File: src/design/pcc_pkg.sv
// ---------------------------------------------------------------
// Register map and field layout
// ---------------------------------------------------------------
package pcc_pkg;

  // Bus widths
  localparam int PCC_ADDR_W = 16;
  localparam int PCC_DATA_W = 64;

  // Register offsets
  localparam logic [15:0] PCC_FIX2_CNT_ADDR = 16'h030b;
  localparam logic [15:0] PCC_FIX_CTRL_ADDR = 16'h038d;
  localparam logic [15:0] PCC_GLB_STAT_ADDR = 16'h038e;
  localparam logic [15:0] PCC_GLB_EN_ADDR = 16'h038f;
  localparam logic [15:0] PCC_OVF_CLR_ADDR = 16'h0390;
  localparam logic [15:0] PCC_IRQ_STAT_ADDR = 16'h03a0;
  localparam logic [15:0] PCC_IRQ_MASK_ADDR = 16'h03a1;

  // Fixed-counter control fields for counter 2
  localparam int PCC_FC2_KERN_BIT = 8;
  localparam int PCC_FC2_PMI_BIT = 11;
  localparam int PCC_FC2_W = 4;

  // Global status and enable bit positions
  localparam int PCC_GP_N = 4;
  localparam int PCC_ST_FIX0_BIT = 32;
  localparam int PCC_ST_FIX2_BIT = 34;
  localparam int PCC_EN_FIX2_BIT = 34;

  // Interrupt event positions
  localparam int PCC_EV_FIX2 = 0;
  localparam int PCC_EV_GP0 = 1;
  localparam int PCC_EV_FIX0 = 5;
  localparam int PCC_EV_N = 6;

  // Privilege level that counts as kernel
  localparam logic [1:0] PCC_KERNEL_CPL = 2'h0;

  // Reset values
  localparam logic [PCC_DATA_W-1:0] PCC_ZERO64 = 64'h0;

  // Fixed counter 2 controls, same order as bits 11..8
  typedef struct packed {
    logic perf_monitor_interrupt;
    logic any;
    logic user;
    logic kern;
  } pcc_fix2_ctl_t;

  // One register-bus request
  typedef struct packed {
    logic [PCC_ADDR_W-1:0] addr;
    logic [PCC_DATA_W-1:0] wdata;
    logic wr;
    logic rd;
  } pcc_bus_req_t;

  // Privilege qualification of a fixed-counter event
  function automatic logic pcc_priv_match(input pcc_fix2_ctl_t ctl,
                                          input logic [1:0] current_privilege_level);
    pcc_priv_match = (ctl.kern && (current_privilege_level == PCC_KERNEL_CPL)) ||
                     (ctl.user && (current_privilege_level != PCC_KERNEL_CPL));
  endfunction : pcc_priv_match

endpackage : pcc_pkg

File: src/design/pcc_fix_cnt.sv
`timescale 1ns/10ps
// ---------------------------------------------------------------
// Loadable up-counter with wrap pulse
// ---------------------------------------------------------------
module pcc_fix_cnt import pcc_pkg::*; #(
  parameter int CNT_W = 48
) (
  // Clock and reset
  input wire logic mclk_i,
  input wire logic sys_rst_i,
  // Control
  input wire logic inc_i,
  input wire logic load_i,
  input wire logic [CNT_W-1:0] load_val_i,
  // Status
  output logic [CNT_W-1:0] count_o,
  output logic wrap_o
);

  logic [CNT_W-1:0] cnt_r;
  logic [CNT_W-1:0] cnt_nxt;

  // Software load wins over a same-cycle event
  always_comb begin
    cnt_nxt = cnt_r;
    if (load_i) begin
      cnt_nxt = load_val_i;
    end else if (inc_i) begin
      cnt_nxt = cnt_r + 1'b1;
    end
  end

  always_ff @(posedge mclk_i) begin
    if (sys_rst_i) begin
      cnt_r <= '0;
    end else begin
      cnt_r <= cnt_nxt;
    end
  end

  assign count_o = cnt_r;
  // Wrap from all ones to zero
  assign wrap_o = inc_i && !load_i && (&cnt_r);

endmodule : pcc_fix_cnt

File: src/design/pcc_irq.sv
`timescale 1ns/10ps
// ---------------------------------------------------------------
// Sticky event status, mask and interrupt line
// ---------------------------------------------------------------
module pcc_irq import pcc_pkg::*; #(
  parameter int EV_N = PCC_EV_N
) (
  // Clock and reset
  input wire logic mclk_i,
  input wire logic sys_rst_i,
  // Events and software access
  input wire logic [EV_N-1:0] event_i,
  input wire logic stat_rd_i,
  input wire logic mask_wr_i,
  input wire logic [EV_N-1:0] mask_wdata_i,
  // Status
  output logic [EV_N-1:0] stat_o,
  output logic [EV_N-1:0] mask_o,
  output logic irq_o
);

  logic [EV_N-1:0] stat_r;
  logic [EV_N-1:0] stat_nxt;
  logic [EV_N-1:0] mask_r;
  logic [EV_N-1:0] mask_nxt;

  // Read clears, but an event in the same cycle stays set
  always_comb begin
    stat_nxt = stat_rd_i ? event_i : (stat_r | event_i);
    mask_nxt = mask_wr_i ? mask_wdata_i : mask_r;
  end

  always_ff @(posedge mclk_i) begin
    if (sys_rst_i) begin
      stat_r <= '0;
      mask_r <= '0;
    end else begin
      stat_r <= stat_nxt;
      mask_r <= mask_nxt;
    end
  end

  assign stat_o = stat_r;
  assign mask_o = mask_r;
  assign irq_o = |(stat_r & mask_r);

endmodule : pcc_irq

File: src/design/pcc_top.sv
`timescale 1ns/10ps
// ---------------------------------------------------------------
// Fixed counter 2 control and global overflow status
// ---------------------------------------------------------------
// Behaviour
// Counter 2 counts by privilege enable bits
// Cross-thread select widens counted event sources
// Counter 2 overflow interrupt gated by enable
// Global status read-only, bits 0-3 general
// General flags 2,3 only on one model
// Bit 32 fixed0 overflow, version above one
// Count needs global and privilege enables
// Writing one to clear register clears flag
// Flag set on wrap, held until cleared
module pcc_top import pcc_pkg::*; #(
  parameter int CNT_W = 48,
  parameter int NTHR = 2,
  parameter int TW = 1,
  parameter bit HAS_GP23 = 1'b1,
  parameter int PERF_VERSION = 2
) (
  // Clock and reset
  input wire logic mclk_i,
  input wire logic sys_rst_i,
  // Register port
  input wire logic [PCC_ADDR_W-1:0] addr_i,
  input wire logic [PCC_DATA_W-1:0] wdata_i,
  input wire logic wr_i,
  input wire logic rd_i,
  output logic [PCC_DATA_W-1:0] rdata_o,
  // Core events
  input wire logic [1:0] current_privilege_level_i,
  input wire logic [NTHR-1:0] fix2_event_i,
  input wire logic [TW-1:0] own_thread_i,
  input wire logic [PCC_GP_N-1:0] gp_wrap_i,
  input wire logic fix0_wrap_i,
  // Interrupts
  output logic perf_monitor_interrupt_o,
  output logic irq_o
);

  // ---------------------------------------------------------------
  // Declarations
  // ---------------------------------------------------------------
  pcc_bus_req_t req;
  pcc_fix2_ctl_t fix2_ctl_r;
  pcc_fix2_ctl_t fix2_ctl_nxt;
  logic glb_en_r;
  logic glb_en_nxt;
  logic [PCC_GP_N-1:0] gp_ovf_r;
  logic [PCC_GP_N-1:0] gp_ovf_nxt;
  logic fix0_ovf_r;
  logic fix0_ovf_nxt;
  logic fix2_ovf_r;
  logic fix2_ovf_nxt;
  logic [PCC_DATA_W-1:0] rdata_r;
  logic [PCC_DATA_W-1:0] rdata_nxt;
  logic [PCC_GP_N-1:0] gp_present;
  logic fix0_present;
  logic own_event;
  logic any_event;
  logic thread_event;
  logic fix2_inc;
  logic fix2_wrap;
  logic [CNT_W-1:0] fix2_count;
  logic cnt_wr;
  logic clr_wr;
  logic [PCC_DATA_W-1:0] status_word;
  logic [PCC_EV_N-1:0] irq_events;
  logic [PCC_EV_N-1:0] irq_stat;
  logic [PCC_EV_N-1:0] irq_mask;

  assign req = '{addr: addr_i, wdata: wdata_i, wr: wr_i, rd: rd_i};

  // ---------------------------------------------------------------
  // Model and version dependent flags
  // ---------------------------------------------------------------
  // Flags 2 and 3 tie off on models without the extra counters
  assign gp_present = {HAS_GP23, HAS_GP23, 1'b1, 1'b1};
  assign fix0_present = (PERF_VERSION > 1);

  // ---------------------------------------------------------------
  // Fixed counter 2 qualification
  // ---------------------------------------------------------------
  // Any-thread collapses simultaneous events to one step per cycle;
  // an exact multi-thread sum would need an adder per thread.
  assign own_event = fix2_event_i[own_thread_i];
  assign any_event = |fix2_event_i;
  assign thread_event = fix2_ctl_r.any ? any_event : own_event;
  assign fix2_inc = thread_event && glb_en_r &&
                    pcc_priv_match(fix2_ctl_r,
                                   current_privilege_level_i);
  assign cnt_wr = req.wr && (req.addr == PCC_FIX2_CNT_ADDR);

  pcc_fix_cnt #(
    .CNT_W(CNT_W)
  ) u_fix2_cnt (
    .mclk_i(mclk_i),
    .sys_rst_i(sys_rst_i),
    .inc_i(fix2_inc),
    .load_i(cnt_wr),
    .load_val_i(req.wdata[CNT_W-1:0]),
    .count_o(fix2_count),
    .wrap_o(fix2_wrap)
  );

  // ---------------------------------------------------------------
  // Control registers
  // ---------------------------------------------------------------
  // Only the counter 2 fields live here; other bits read zero
  always_comb begin
    fix2_ctl_nxt = fix2_ctl_r;
    glb_en_nxt = glb_en_r;
    if (req.wr && (req.addr == PCC_FIX_CTRL_ADDR)) begin
      fix2_ctl_nxt = pcc_fix2_ctl_t'(
        req.wdata[PCC_FC2_PMI_BIT:PCC_FC2_KERN_BIT]);
    end
    if (req.wr && (req.addr == PCC_GLB_EN_ADDR)) begin
      glb_en_nxt = req.wdata[PCC_EN_FIX2_BIT];
    end
  end

  always_ff @(posedge mclk_i) begin
    if (sys_rst_i) begin
      fix2_ctl_r <= '0;
      glb_en_r <= 1'b0;
    end else begin
      fix2_ctl_r <= fix2_ctl_nxt;
      glb_en_r <= glb_en_nxt;
    end
  end

  // ---------------------------------------------------------------
  // Overflow flags
  // ---------------------------------------------------------------
  // Status itself ignores writes; only the clear register acts,
  // and a wrap in the clearing cycle keeps its flag set.
  assign clr_wr = req.wr && (req.addr == PCC_OVF_CLR_ADDR);

  always_comb begin
    gp_ovf_nxt = gp_ovf_r;
    fix0_ovf_nxt = fix0_ovf_r;
    fix2_ovf_nxt = fix2_ovf_r;
    if (clr_wr) begin
      gp_ovf_nxt = gp_ovf_r & ~req.wdata[PCC_GP_N-1:0];
      fix0_ovf_nxt = fix0_ovf_r & ~req.wdata[PCC_ST_FIX0_BIT];
      fix2_ovf_nxt = fix2_ovf_r & ~req.wdata[PCC_ST_FIX2_BIT];
    end
    gp_ovf_nxt = (gp_ovf_nxt | gp_wrap_i) & gp_present;
    fix0_ovf_nxt = (fix0_ovf_nxt | fix0_wrap_i) & fix0_present;
    fix2_ovf_nxt = fix2_ovf_nxt | fix2_wrap;
  end

  always_ff @(posedge mclk_i) begin
    if (sys_rst_i) begin
      gp_ovf_r <= '0;
      fix0_ovf_r <= 1'b0;
      fix2_ovf_r <= 1'b0;
    end else begin
      gp_ovf_r <= gp_ovf_nxt;
      fix0_ovf_r <= fix0_ovf_nxt;
      fix2_ovf_r <= fix2_ovf_nxt;
    end
  end

  // Status word, reserved bits zero
  always_comb begin
    status_word = PCC_ZERO64;
    status_word[PCC_GP_N-1:0] = gp_ovf_r;
    status_word[PCC_ST_FIX0_BIT] = fix0_ovf_r;
    status_word[PCC_ST_FIX2_BIT] = fix2_ovf_r;
  end

  // ---------------------------------------------------------------
  // Interrupts
  // ---------------------------------------------------------------
  // Counter 2 overflow interrupts only with its enable set
  assign perf_monitor_interrupt_o = fix2_ovf_r && fix2_ctl_r.perf_monitor_interrupt;
  assign irq_events[PCC_EV_FIX2] = fix2_wrap && fix2_ctl_r.perf_monitor_interrupt;
  assign irq_events[PCC_EV_FIX0-1:PCC_EV_GP0] = gp_wrap_i & gp_present;
  assign irq_events[PCC_EV_FIX0] = fix0_wrap_i && fix0_present;

  pcc_irq #(
    .EV_N(PCC_EV_N)
  ) u_irq (
    .mclk_i(mclk_i),
    .sys_rst_i(sys_rst_i),
    .event_i(irq_events),
    .stat_rd_i(req.rd && (req.addr == PCC_IRQ_STAT_ADDR)),
    .mask_wr_i(req.wr && (req.addr == PCC_IRQ_MASK_ADDR)),
    .mask_wdata_i(req.wdata[PCC_EV_N-1:0]),
    .stat_o(irq_stat),
    .mask_o(irq_mask),
    .irq_o(irq_o)
  );

  // ---------------------------------------------------------------
  // Read path
  // ---------------------------------------------------------------
  // Data valid only in the cycle after the read strobe
  always_comb begin
    rdata_nxt = PCC_ZERO64;
    if (!req.rd) begin
      rdata_nxt = PCC_ZERO64;
    end else if (req.addr == PCC_FIX2_CNT_ADDR) begin
      rdata_nxt[CNT_W-1:0] = fix2_count;
    end else if (req.addr == PCC_FIX_CTRL_ADDR) begin
      rdata_nxt[PCC_FC2_PMI_BIT:PCC_FC2_KERN_BIT] = fix2_ctl_r;
    end else if (req.addr == PCC_GLB_STAT_ADDR) begin
      rdata_nxt = status_word;
    end else if (req.addr == PCC_GLB_EN_ADDR) begin
      rdata_nxt[PCC_EN_FIX2_BIT] = glb_en_r;
    end else if (req.addr == PCC_IRQ_STAT_ADDR) begin
      rdata_nxt[PCC_EV_N-1:0] = irq_stat;
    end else if (req.addr == PCC_IRQ_MASK_ADDR) begin
      rdata_nxt[PCC_EV_N-1:0] = irq_mask;
    end
  end

  always_ff @(posedge mclk_i) begin
    if (sys_rst_i) begin
      rdata_r <= '0;
    end else begin
      rdata_r <= rdata_nxt;
    end
  end

  assign rdata_o = rdata_r;
endmodule : pcc_top

File: config.mk
export PLATFORM = sky130hd
export DESIGN_NAME = pcc_top
export DESIGN_NICKNAME = d
export VERILOG_FILES = /design/src/design/pcc_pkg.sv /design/src/design/pcc_fix_cnt.sv /design/src/design/pcc_irq.sv /design/src/design/pcc_top.sv
export SDC_FILE = /design/constraint.sdc
export NUM_CORES = 1
export LEC_CHECK = 0
export BUFFER_PORTS_ARGS = -buffer_cell sky130_fd_sc_hd__buf_2
export CAP_MARGIN = 20
export CORE_ASPECT_RATIO = 1.1
export CORE_MARGIN = 4
export CORE_UTILIZATION = 43
export DETAILED_ROUTE_END_ITERATION = 12
export PLACE_DENSITY = 0.72
export SYNTH_ARGS = -nofsm -noshare
export SYNTH_HDL_FRONTEND = slang
export SYNTH_SLANG_ARGS = --single-unit
export TNS_END_PERCENT = 100
File: constraint.sdc
create_clock -name mclk_i -period 6.7 [get_ports mclk_i]
set_clock_uncertainty 0.05 [all_clocks]
set_input_delay 0.67 -clock mclk_i [delete_from_list [all_inputs] [get_ports mclk_i]]
set_output_delay 0.67 -clock mclk_i [all_outputs]
set_load 0.01 [all_outputs]
==> results of run 1 <==
==> metal layers <==
| metal | vias up | global-route usage (%) |
|---|---|---|
| li1 | 2257 | - |
| met2 | 167 | 32.3 |
| met3 | 31 | 5.69 |
| met4 | 0 | 6.99 |
| met5 | - | 0 |
| met1 | 2145 | 23.2 |
==> logic make-up (layout without fill, tap and decap cells) <==
group | after synthesis | after routing | share of synthesized area (%)
AO/OA/AOI/OAI | 83 | 83 | 11.1
XOR/XNOR | 43 | 43 | 7.09
adder cells (fa/ha/maj) | 1 | 1 | 0.235
buffers and inverters | 63 | 175 | 5.84
flip-flops | 119 | 119 | 44.8
multiplexers | 20 | 20 | 3.81
other | 1 | 16 | 0.0706
AND/OR/NAND/NOR | 261 | 261 | 27.0
==> registers in the layout (all words and copies together) (netlist names) <==
signal and cells:
gp_ovf_r 4, fix2_ctl_r 4, rdata_o 48, glb_en_r 1, u_irq.stat_o 6, u_irq.mask_o 6, fix0_ovf_r 1, u_fix2_cnt.count_o 48
fix2_ovf_r 1
==> cells in the final DEF, fill, tap and decap left out, types with 6 or more instances in the layout <==
cell type | netlist | routed
a211oi_1 | 44 | 44
and2_1 | 37 | 37
buf_2 | 5 | 127
conb_1 | 1 | 16
mux2i_1 | 18 | 18
dfxtp_1 | 119 | 119
nand3_1 | 18 | 18
or3_1 | 7 | 6
xor2_1 | 7 | 7
inv_1 | 13 | 13
a21oi_1 | 12 | 12
o21ai_0 | 8 | 8
nor3_1 | 18 | 18
xnor2_1 | 36 | 36
nand4_1 | 6 | 6
nor4_2 | 8 | 9
nand2_1 | 35 | 35
a22oi_1 | 6 | 6
clkbuf_16 | 0 | 17
nor3_2 | 10 | 10
nor2_1 | 90 | 90
==> Yosys cell counts, drive strengths merged <==
| master | instances | share of area [%] |
|---|---|---|
| nand2 | 35 | 2.5 |
| and3 | 3 | 0.45 |
| nor2b | 1 | 0.12 |
| a32o | 1 | 0.19 |
| buf | 22 | 2.9 |
| nor2 | 90 | 6.4 |
| a311oi | 4 | 0.66 |
| nor4bb | 1 | 0.19 |
| nor3 | 28 | 3.6 |
| mux2 | 2 | 0.42 |
| conb | 1 | 0.071 |
| or2 | 2 | 0.24 |
| a211oi | 45 | 6.5 |
| xor2 | 7 | 1.2 |
| a221o | 3 | 0.56 |
| o22ai | 1 | 0.12 |
| or4 | 3 | 0.42 |
| a22oi | 6 | 0.85 |
| nand4 | 9 | 1.6 |
| nor4b | 2 | 0.33 |
| a31oi | 1 | 0.12 |
| nand4b | 1 | 0.16 |
| inv | 13 | 0.92 |
| nor4 | 14 | 2.9 |
| or3b | 1 | 0.16 |
| nor3b | 2 | 0.28 |
| xnor2 | 36 | 5.9 |
| o21a | 1 | 0.14 |
| nand2b | 2 | 0.24 |
| nand3b | 5 | 0.71 |
| a21oi | 12 | 1.1 |
| dfxtp | 119 | 45 |
| clkbuf | 28 | 2.0 |
| ha | 1 | 0.24 |
| o31ai | 1 | 0.14 |
| or3 | 7 | 0.82 |
| nand3 | 18 | 1.7 |
| o21ai | 8 | 0.75 |
| and2 | 37 | 4.4 |
| mux2i | 18 | 3.4 |
==> worst register-to-register path: stages, from the launching register on <==
cell,delay [ns]
dfxtp_1,0.45
and3_4,0.25
nand4_2,0.12
or4_1,0.97
nor4_1,0.49
xnor2_1,0.13
a211oi_1,0.22
==> power breakdown <==
group | leakage, nW | switching (W) | internal [W]
registers | 0.961 | 0.00000316 | 0.000712
clock network | 0.289 | 0.000335 | 0.000597
logic | 1.25 | 0.0000295 | 0.0000224
==> final timing paths <==
path	cells after the start	slack [ns]	start	endpoint
worst max-delay path	6	3.92	u_fix2_cnt.count_o[3]	u_fix2_cnt.count_o[39]
worst min-delay path	3	0.43	gp_wrap_i[2]	u_irq.stat_o[3]
worst max register to register	6	3.92	u_fix2_cnt.count_o[3]	u_fix2_cnt.count_o[39]
worst min register to register	2	0.45	gp_ovf_r[3]	gp_ovf_r[3]
==> cell type report <==
class                   count  share of cell area (%)
inverters                  13                   0.741
well taps                 154                    2.93
flip-flops and latches    119                    36.2
repair buffers            130                    10.0
clock inverters            14                    2.64
clock buffers              18                    6.67
multi-input cells         424                    40.8
==> stage by stage <==
stage               power (W)  util (%)  cell area [sq um]  instances  hold slack (ns)
floorplan            0.000757         -               5370        606            0.401
global placement     0.000781      49.4               5970        840            0.421
detailed placement   0.000782      49.4               5970        840            0.427
CTS                   0.00171      54.5               6580        872            0.415
global route          0.00175      54.5               6580        872            0.428
finish                0.00170      54.5               6580        872            0.427
==> results.json, run 1 <==
{
  "diodes": 0,
  "die_area_sq_um": 14200,
  "ys_warn_count": 0,
  "drc": 0,
  "synth.distinct_cells": 49,
  "track_usage_pct": 19.3,
  "ctsHoldBuffers": 0,
  "ir_drop_mv": 0.133,
  "fp-row-count": 42,
  "numPortBuffers": 127,
  "cp_cell_sequence": "and3_4 > nand4_2 > or4_1 > nor4_1 > xnor2_1 > a211oi_1",
  "final_hold_viol_count": 0,
  "insertion_delay_ns": 0.42,
  "viasPerCell": 5.28,
  "worstPathRequired_ns": 6.98,
  "synth_area_sq_um": 5320,
  "first_iter_violations": 269,
  "io_pins": 160,
  "multi_input_area_sq_um": 2690,
  "rsz0062_at_grt": "no",
  "power.leakage_nw": 2.50,
  "post_cts_buffers": 0,
  "place_hpwl_microns": 9680,
  "arrival_ns": 3.05,
  "syn_avg_cell_area_sq_um": 8.99,
  "nFillCells": 1099,
  "cp_num_buf_inv": 0,
  "grt-ovfl-total": 0,
  "cts_max_level": 4,
  "period_share_pct": 41.4,
  "cts_root_buf": "clkbuf_16",
  "regArea_sq_um": 2380,
  "core_sq_um": 12100,
  "grt_max_degree": 74,
  "fp.dieH_microns": 125,
  "dr.pass1.iters": 4,
  "path_clk_slew_ns": 0.06,
  "synthCells": 591,
  "crit_path_max_fanout": 21,
  "cts.sinks": 119,
  "worstSetupPathType": "flop to flop",
  "cts_buffers": 17,
  "antenna_found_initial": 0,
  "ant_nets": 0,
  "maxSlewHeadroom_pct": 26.0,
  "hold_class": "primary input to flop",
  "period_minus_slack_ns": 2.78,
  "area_growth_syn_to_layout_pct": 23.8,
  "slowest_delay_ns": 0.97,
  "gp_congestion": 0.842,
  "status": "complete, no violations",
  "die_w_microns": 114,
  "vias": 4600,
  "highest_layer": "met4",
  "critPathSlowestCell": "or4_1",
  "cp-end-kind": "flop",
  "drt-total-wl_microns": 13600,
  "maxCapViolCount": 0,
  "start_util_pct": 44.0,
  "dr_wl_met3_microns": 801,
  "clock_path_buffers": 2,
  "cts_tree": "yes",
  "worstSetupStartpointType": "flop",
  "p_per_area_nw_per_um2": 258,
  "wl_met1_microns": 5810,
  "grt_pass1_vias": 4487,
  "ys_seq_elements": 119,
  "fin_tns_setup_ns": 0,
  "grt_pass1_wl_microns": 21900,
  "slew_viol_final": 0,
  "tightest_slew_ns": 1.10,
  "post_cts_resized": 0,
  "critPathTopFamily": "simple AND/OR/NAND/NOR gates",
  "final_nets": 800,
  "met2_length_microns": 6600,
  "finalSetupViolCount": 0,
  "final_layout_size_suffix_gt1_share_pct": 26.9,
  "setup_slack_ns": 3.92,
  "place_ws_ns": 3.51,
  "yosysSeqAreaShare_pct": 44.8,
  "fmax_mhz": 360,
  "wire_per_inst_microns": 15.6
}
Power figures use the tool's default switching activity.
==> run 2: changes to the inputs <==
clock period = 2.8 ns   (was 6.7 ns; I/O delays follow)
==> results.json, run 2 (synthesis gave the netlist of run 1 again) <==
{
  "diodes": 0,
  "core_sq_um": 12100,
  "cp-end-kind": "flop",
  "wire_per_inst_microns": 15.6,
  "place_hpwl_microns": 9690,
  "area_growth_syn_to_layout_pct": 26.8,
  "p_sw_w": 0.000827,
  "start_util_pct": 44.0,
  "numPortBuffers": 127,
  "vias": 4643,
  "finalSetupViolCount": 0,
  "ir_drop_mv": 0.389,
  "grt_max_degree": 73,
  "period_minus_slack_ns": 2.41,
  "slew_viol_final": 0,
  "status": "complete, no violations",
  "grt_util_met2_pct": 32.5,
  "worstSetupPathType": "flop to flop",
  "worstPathRequired_ns": 3.08,
  "dr.pass1.iters": 4,
  "final_hold_viol_count": 0,
  "fp-row-count": 42,
  "antenna_found_initial": 0,
  "arrival_ns": 2.69,
  "power_frac_seq_pct": 38.6,
  "place_ws_ns": 0.229,
  "rsz0062_at_grt": "no",
  "gp_congestion": 0.832,
  "cts_root_buf": "clkbuf_16",
  "r2r_slack_ns": 0.39,
  "intPower_w": 0.00361,
  "slowest_delay_ns": 0.53,
  "period_share_pct": 86.1,
  "first_iter_violations": 233,
  "combinationalPowerShare_pct": 2.8,
  "power.leakage_nw": 2.60,
  "cp_cell_sequence": "and3_4 > nand4_2 > or4_1 > buf_4 > nor4_1 > xnor2_1 > a211oi_1",
  "die_w_microns": 114,
  "grt_util_met1_pct": 23.8,
  "cts.sinks": 119,
  "drt-total-wl_microns": 13800,
  "maxCapViolCount": 0,
  "path_clk_slew_ns": 0.05,
  "post_cts_resized": 0,
  "grt_pass1_wl_microns": 22400,
  "post_cts_buffers": 0,
  "gr-usage-met3_pct": 5.39,
  "crit_path_max_fanout": 21,
  "worstSetupStartpointType": "flop",
  "final_layout_size_suffix_gt1_share_pct": 27.4,
  "maxSlewHeadroom_pct": 39.7,
  "ctsHoldBuffers": 0,
  "fp.dieH_microns": 125,
  "ant_nets": 0,
  "power.share.switching_pct": 18.7,
  "critPathSlowestCell": "or4_1",
  "grt-ovfl-total": 0,
  "viasPerCell": 5.28,
  "cp_num_buf_inv": 1,
  "track_usage_pct": 19.6,
  "hold_class": "primary input to flop",
  "die_area_sq_um": 14200,
  "p_per_area_nw_per_um2": 658,
  "tightest_slew_ns": 0.904,
  "cts_max_level": 4,
  "final_common_cell": "buf_2",
  "cts_tree": "yes",
  "grt_busiest_layer": "met2",
  "mostFrequentLayoutCells": "buf_2 (127), dfxtp_1 (119), nor2_1 (90)",
  "drc": 0,
  "setup_slack_ns": 0.390,
  "critPathTopFamily": "simple AND/OR/NAND/NOR gates",
  "fin_tns_setup_ns": 0,
  "insertion_delay_ns": 0.41,
  "fmax_mhz": 415,
  "io_pins": 160,
  "clock_path_buffers": 2,
  "nFillCells": 1067,
  "grt_pass1_vias": 4600,
  "clkPwrFrac_pct": 58.5,
  "cts_buffers": 17,
  "final_nets": 809
}
==> run 2: cell count changes in the layout (fill, tap and decap cells not counted) <==
cell | before | now
clkbuf_8 | 1 | 4
buf_4 | 3 | 12
clkbuf_1 | 0 | 2
bufinv_16 | 3 | 7
clkinv_4 | 2 | 0
clkinv_2 | 2 | 1
inv_6 | 3 | 0
clkinvlp_4 | 4 | 0
==> run 2: power by group through the flow <==
| stage | Clock (W) | Combinational, W | Sequential, W |
|---|---|---|---|
| after floorplan | 0 | 0.0000659 | 0.00175 |
| after global placement | 0 | 0.000122 | 0.00175 |
| after detailed placement | 0 | 0.000124 | 0.00175 |
| after CTS | 0.00261 | 0.000124 | 0.00171 |
| after global routing | 0.00269 | 0.000138 | 0.00171 |
| final | 0.00260 | 0.000125 | 0.00171 |
==> run 2: worst reg2reg max path: cells and delay by family (launching register included) <==
kind	cells	cell delay [ns]
buf+inv	1	0.23
flops	1	0.45
xor+xnor	1	0.11
compound gates	1	0.21
simple gates	4	1.26
==> run 2: worst paths after layout <==
| kind | to | start | cells past startpoint |
|---|---|---|---|
| max | u_fix2_cnt.count_o[39] | u_fix2_cnt.count_o[3] | 7 |
| min | gp_ovf_r[0] | gp_wrap_i[0] | 3 |
| max reg2reg | u_fix2_cnt.count_o[39] | u_fix2_cnt.count_o[3] | 7 |
| min reg2reg | rdata_o[23] | u_fix2_cnt.count_o[23] | 1 |
==> run 2: metrics by stage <==
step                      cells  utilization (%)  total power, W  cell area [sq um]  hold WS (ns)
final                       880             55.8         0.00443               6740        0.0427
after global routing        880             55.8         0.00454               6740        0.0443
after CTS                   880             55.8         0.00445               6740        0.0299
after detailed placement    849             49.9         0.00187               6040         0.434
after global placement      849             49.9         0.00187               6040         0.422
after floorplan             606                -         0.00181               5370         0.347
==> run 2: layout make-up <==
| type | count | area, sq um | share of cell area [%] |
|---|---|---|---|
| Sequential cell | 119 | 2380 | 35.4 |
| Inverter | 13 | 48.8 | 0.724 |
| Multi-Input combinational cell | 424 | 2690 | 39.9 |
| Clock inverter | 8 | 215 | 3.19 |
| Timing Repair Buffer | 139 | 726 | 10.8 |
| Tap cell | 154 | 193 | 2.86 |
| Clock buffer | 23 | 488 | 7.24 |
==> run 2: routing by layer <==
metal | part of all wire (%) | vias to the layer above
li1 | - | 2277
met1 | 42 | 2160
met2 | 49 | 174
met3 | 6.8 | 32
met4 | 2.5 | 0
met5 | 0 | -
==> run 3: changes to the inputs <==
CELL_PAD_IN_SITES_DETAIL_PLACEMENT = 0   (was unset)
CELL_PAD_IN_SITES_GLOBAL_PLACEMENT = 1   (was unset)
CORE_UTILIZATION = 38   (was 43)
PLACE_DENSITY = 0.83   (was 0.72)
==> results.json, run 3 (synthesis gave the netlist of run 1 again) <==
{
  "status": "complete, no violations",
  "die_w_microns": 121,
  "grt_max_degree": 73,
  "worstPathRequired_ns": 3.07,
  "grt_pass1_wl_microns": 22900,
  "tightest_slew_ns": 0.804,
  "power.leakage_nw": 2.55,
  "nFillCells": 1350,
  "fp-row-count": 45,
  "grt_util_met2_pct": 29.4,
  "cp_cell_sequence": "nand4_2 > nor4_4 > nand4_4 > nor4_1 > xnor2_1 > a211oi_1",
  "cts_tree": "yes",
  "maxSlewHeadroom_pct": 46.4,
  "hold_path_depth": 3,
  "die_area_sq_um": 15900,
  "fmax_mhz": 416,
  "rsz0062_at_grt": "no",
  "gr-usage-met3_pct": 5.28,
  "drt-total-wl_microns": 13800,
  "fp.dieH_microns": 132,
  "final_nets": 809,
  "slowest_delay_ns": 0.45,
  "regArea_sq_um": 2380,
  "clock_path_buffers": 2,
  "grt-ovfl-total": 0,
  "hold_class": "primary input to flop",
  "drc": 0,
  "period_minus_slack_ns": 2.40,
  "cts.sinks": 119,
  "io_pins": 160,
  "viasPerCell": 4.97,
  "place_hpwl_microns": 9900,
  "wire_per_inst_microns": 15.1,
  "final_common_cell": "buf_2",
  "r2r_slack_ns": 0.40,
  "track_usage_pct": 17.9,
  "cts_buffers": 17,
  "area_growth_syn_to_layout_pct": 25.4,
  "start_util_pct": 38.7,
  "cts_max_level": 4,
  "numPortBuffers": 127,
  "gp_congestion": 0.840,
  "r2r-start": "u_fix2_cnt.count_o[11]",
  "worstSetupPathType": "flop to flop",
  "path_clk_slew_ns": 0.05,
  "diodes": 0,
  "fin_hold_ws_ns": 0.0488,
  "maxCapViolCount": 0,
  "cts_root_buf": "clkbuf_16",
  "cp-end-kind": "flop",
  "ant_nets": 0,
  "final_layout_size_suffix_gt1_share_pct": 27.4,
  "grt_pass1_vias": 4608,
  "slew_viol_final": 0,
  "hold_start": "gp_wrap_i[2]",
  "finalSetupViolCount": 0,
  "rr_worst_depth": 6,
  "crit_path_max_fanout": 17,
  "final_hold_viol_count": 0,
  "hold_end": "gp_ovf_r[2]",
  "ir_drop_mv": 0.336,
  "r2r_end": "u_fix2_cnt.count_o[39]",
  "first_iter_violations": 271,
  "ctsHoldBuffers": 0,
  "grt_busiest_layer": "met2",
  "post_cts_resized": 0,
  "insertion_delay_ns": 0.41,
  "p_per_area_nw_per_um2": 592,
  "multi_input_area_sq_um": 2690,
  "arrival_ns": 2.67,
  "antenna_found_initial": 0,
  "post_cts_buffers": 0,
  "grt_util_met1_pct": 21.5,
  "vias": 4544,
  "worstSetupStartpointType": "flop",
  "critPathSlowestCell": "dfxtp_1",
  "core_sq_um": 13700,
  "fin_tns_setup_ns": 0,
  "period_share_pct": 85.7,
  "dr.pass1.iters": 4,
  "mostFrequentLayoutCells": "buf_2 (127), dfxtp_1 (119), nor2_1 (90)"
}
[run 3: changes by cell type in the layout (fill, tap and decap cells not counted), sizes merged]
cell / previous run / this run
clkbuf: 23 / 22
clkinvlp: 0 / 2
clkinv: 1 / 5
bufinv: 7 / 2
[run 3: final cells by class]
cell class | count | share of cell area (%)
Sequential cell | 119 | 35.7
Clock inverter | 9 | 1.50
Multi-Input combinational cell | 424 | 40.3
Tap cell | 188 | 3.53
Clock buffer | 22 | 7.11
Timing Repair Buffer | 139 | 11.1
Inverter | 13 | 0.732
[run 3: routing by layer]
metal	part of all wire, %	vias to the layer above	wire, microns
met2	48	150	6680
met5	0	-	0
met3	6.3	31	876
met4	2.7	0	380
li1	-	2266	-
met1	43	2097	5890
[run 3: power by group]
part           leakage, nW  switching [W]  total, W  internal, W
clock network        0.282       0.000743   0.00211      0.00136
logic                 1.30      0.0000725  0.000126    0.0000537
registers            0.961     0.00000734   0.00171      0.00171
[run 3: worst max-delay path: cells and delay by family (launching register included)]
family,cells,cell delay [ns]
and+or+nand+nor,4,1.48
DFF,1,0.45
AOI/OAI and AO/OA,1,0.22
xor gates and xnor gates,1,0.10
[run 3: worst max-delay path by stage]
| stage | from | to | cells after the start |
|---|---|---|---|
| after floorplan | u_fix2_cnt.count_o[3] | u_fix2_cnt.count_o[13] | 6 |
| after global placement | addr_i[13] | u_fix2_cnt.count_o[46] | 7 |
| after detailed placement | addr_i[13] | u_fix2_cnt.count_o[46] | 7 |
| after CTS | u_fix2_cnt.count_o[11] | u_fix2_cnt.count_o[39] | 6 |
| after global routing | u_fix2_cnt.count_o[11] | u_fix2_cnt.count_o[39] | 6 |
| final | u_fix2_cnt.count_o[11] | u_fix2_cnt.count_o[39] | 6 |
[run 3: through the flow]
step / util, % / std cells / total power (W) / worst slack [ns] / instance area (sq um)
final: 48.5 / 914 / 0.00395 / 0.399 / 6670
after global routing: 48.5 / 914 / 0.00409 / 0.185 / 6670
after CTS: 48.5 / 914 / 0.00399 / 0.353 / 6670
after detailed placement: 44.3 / 883 / 0.00187 / 0.183 / 6090
after global placement: 44.3 / 883 / 0.00187 / 0.207 / 6090
after floorplan: - / 606 / 0.00181 / 0.686 / 5370
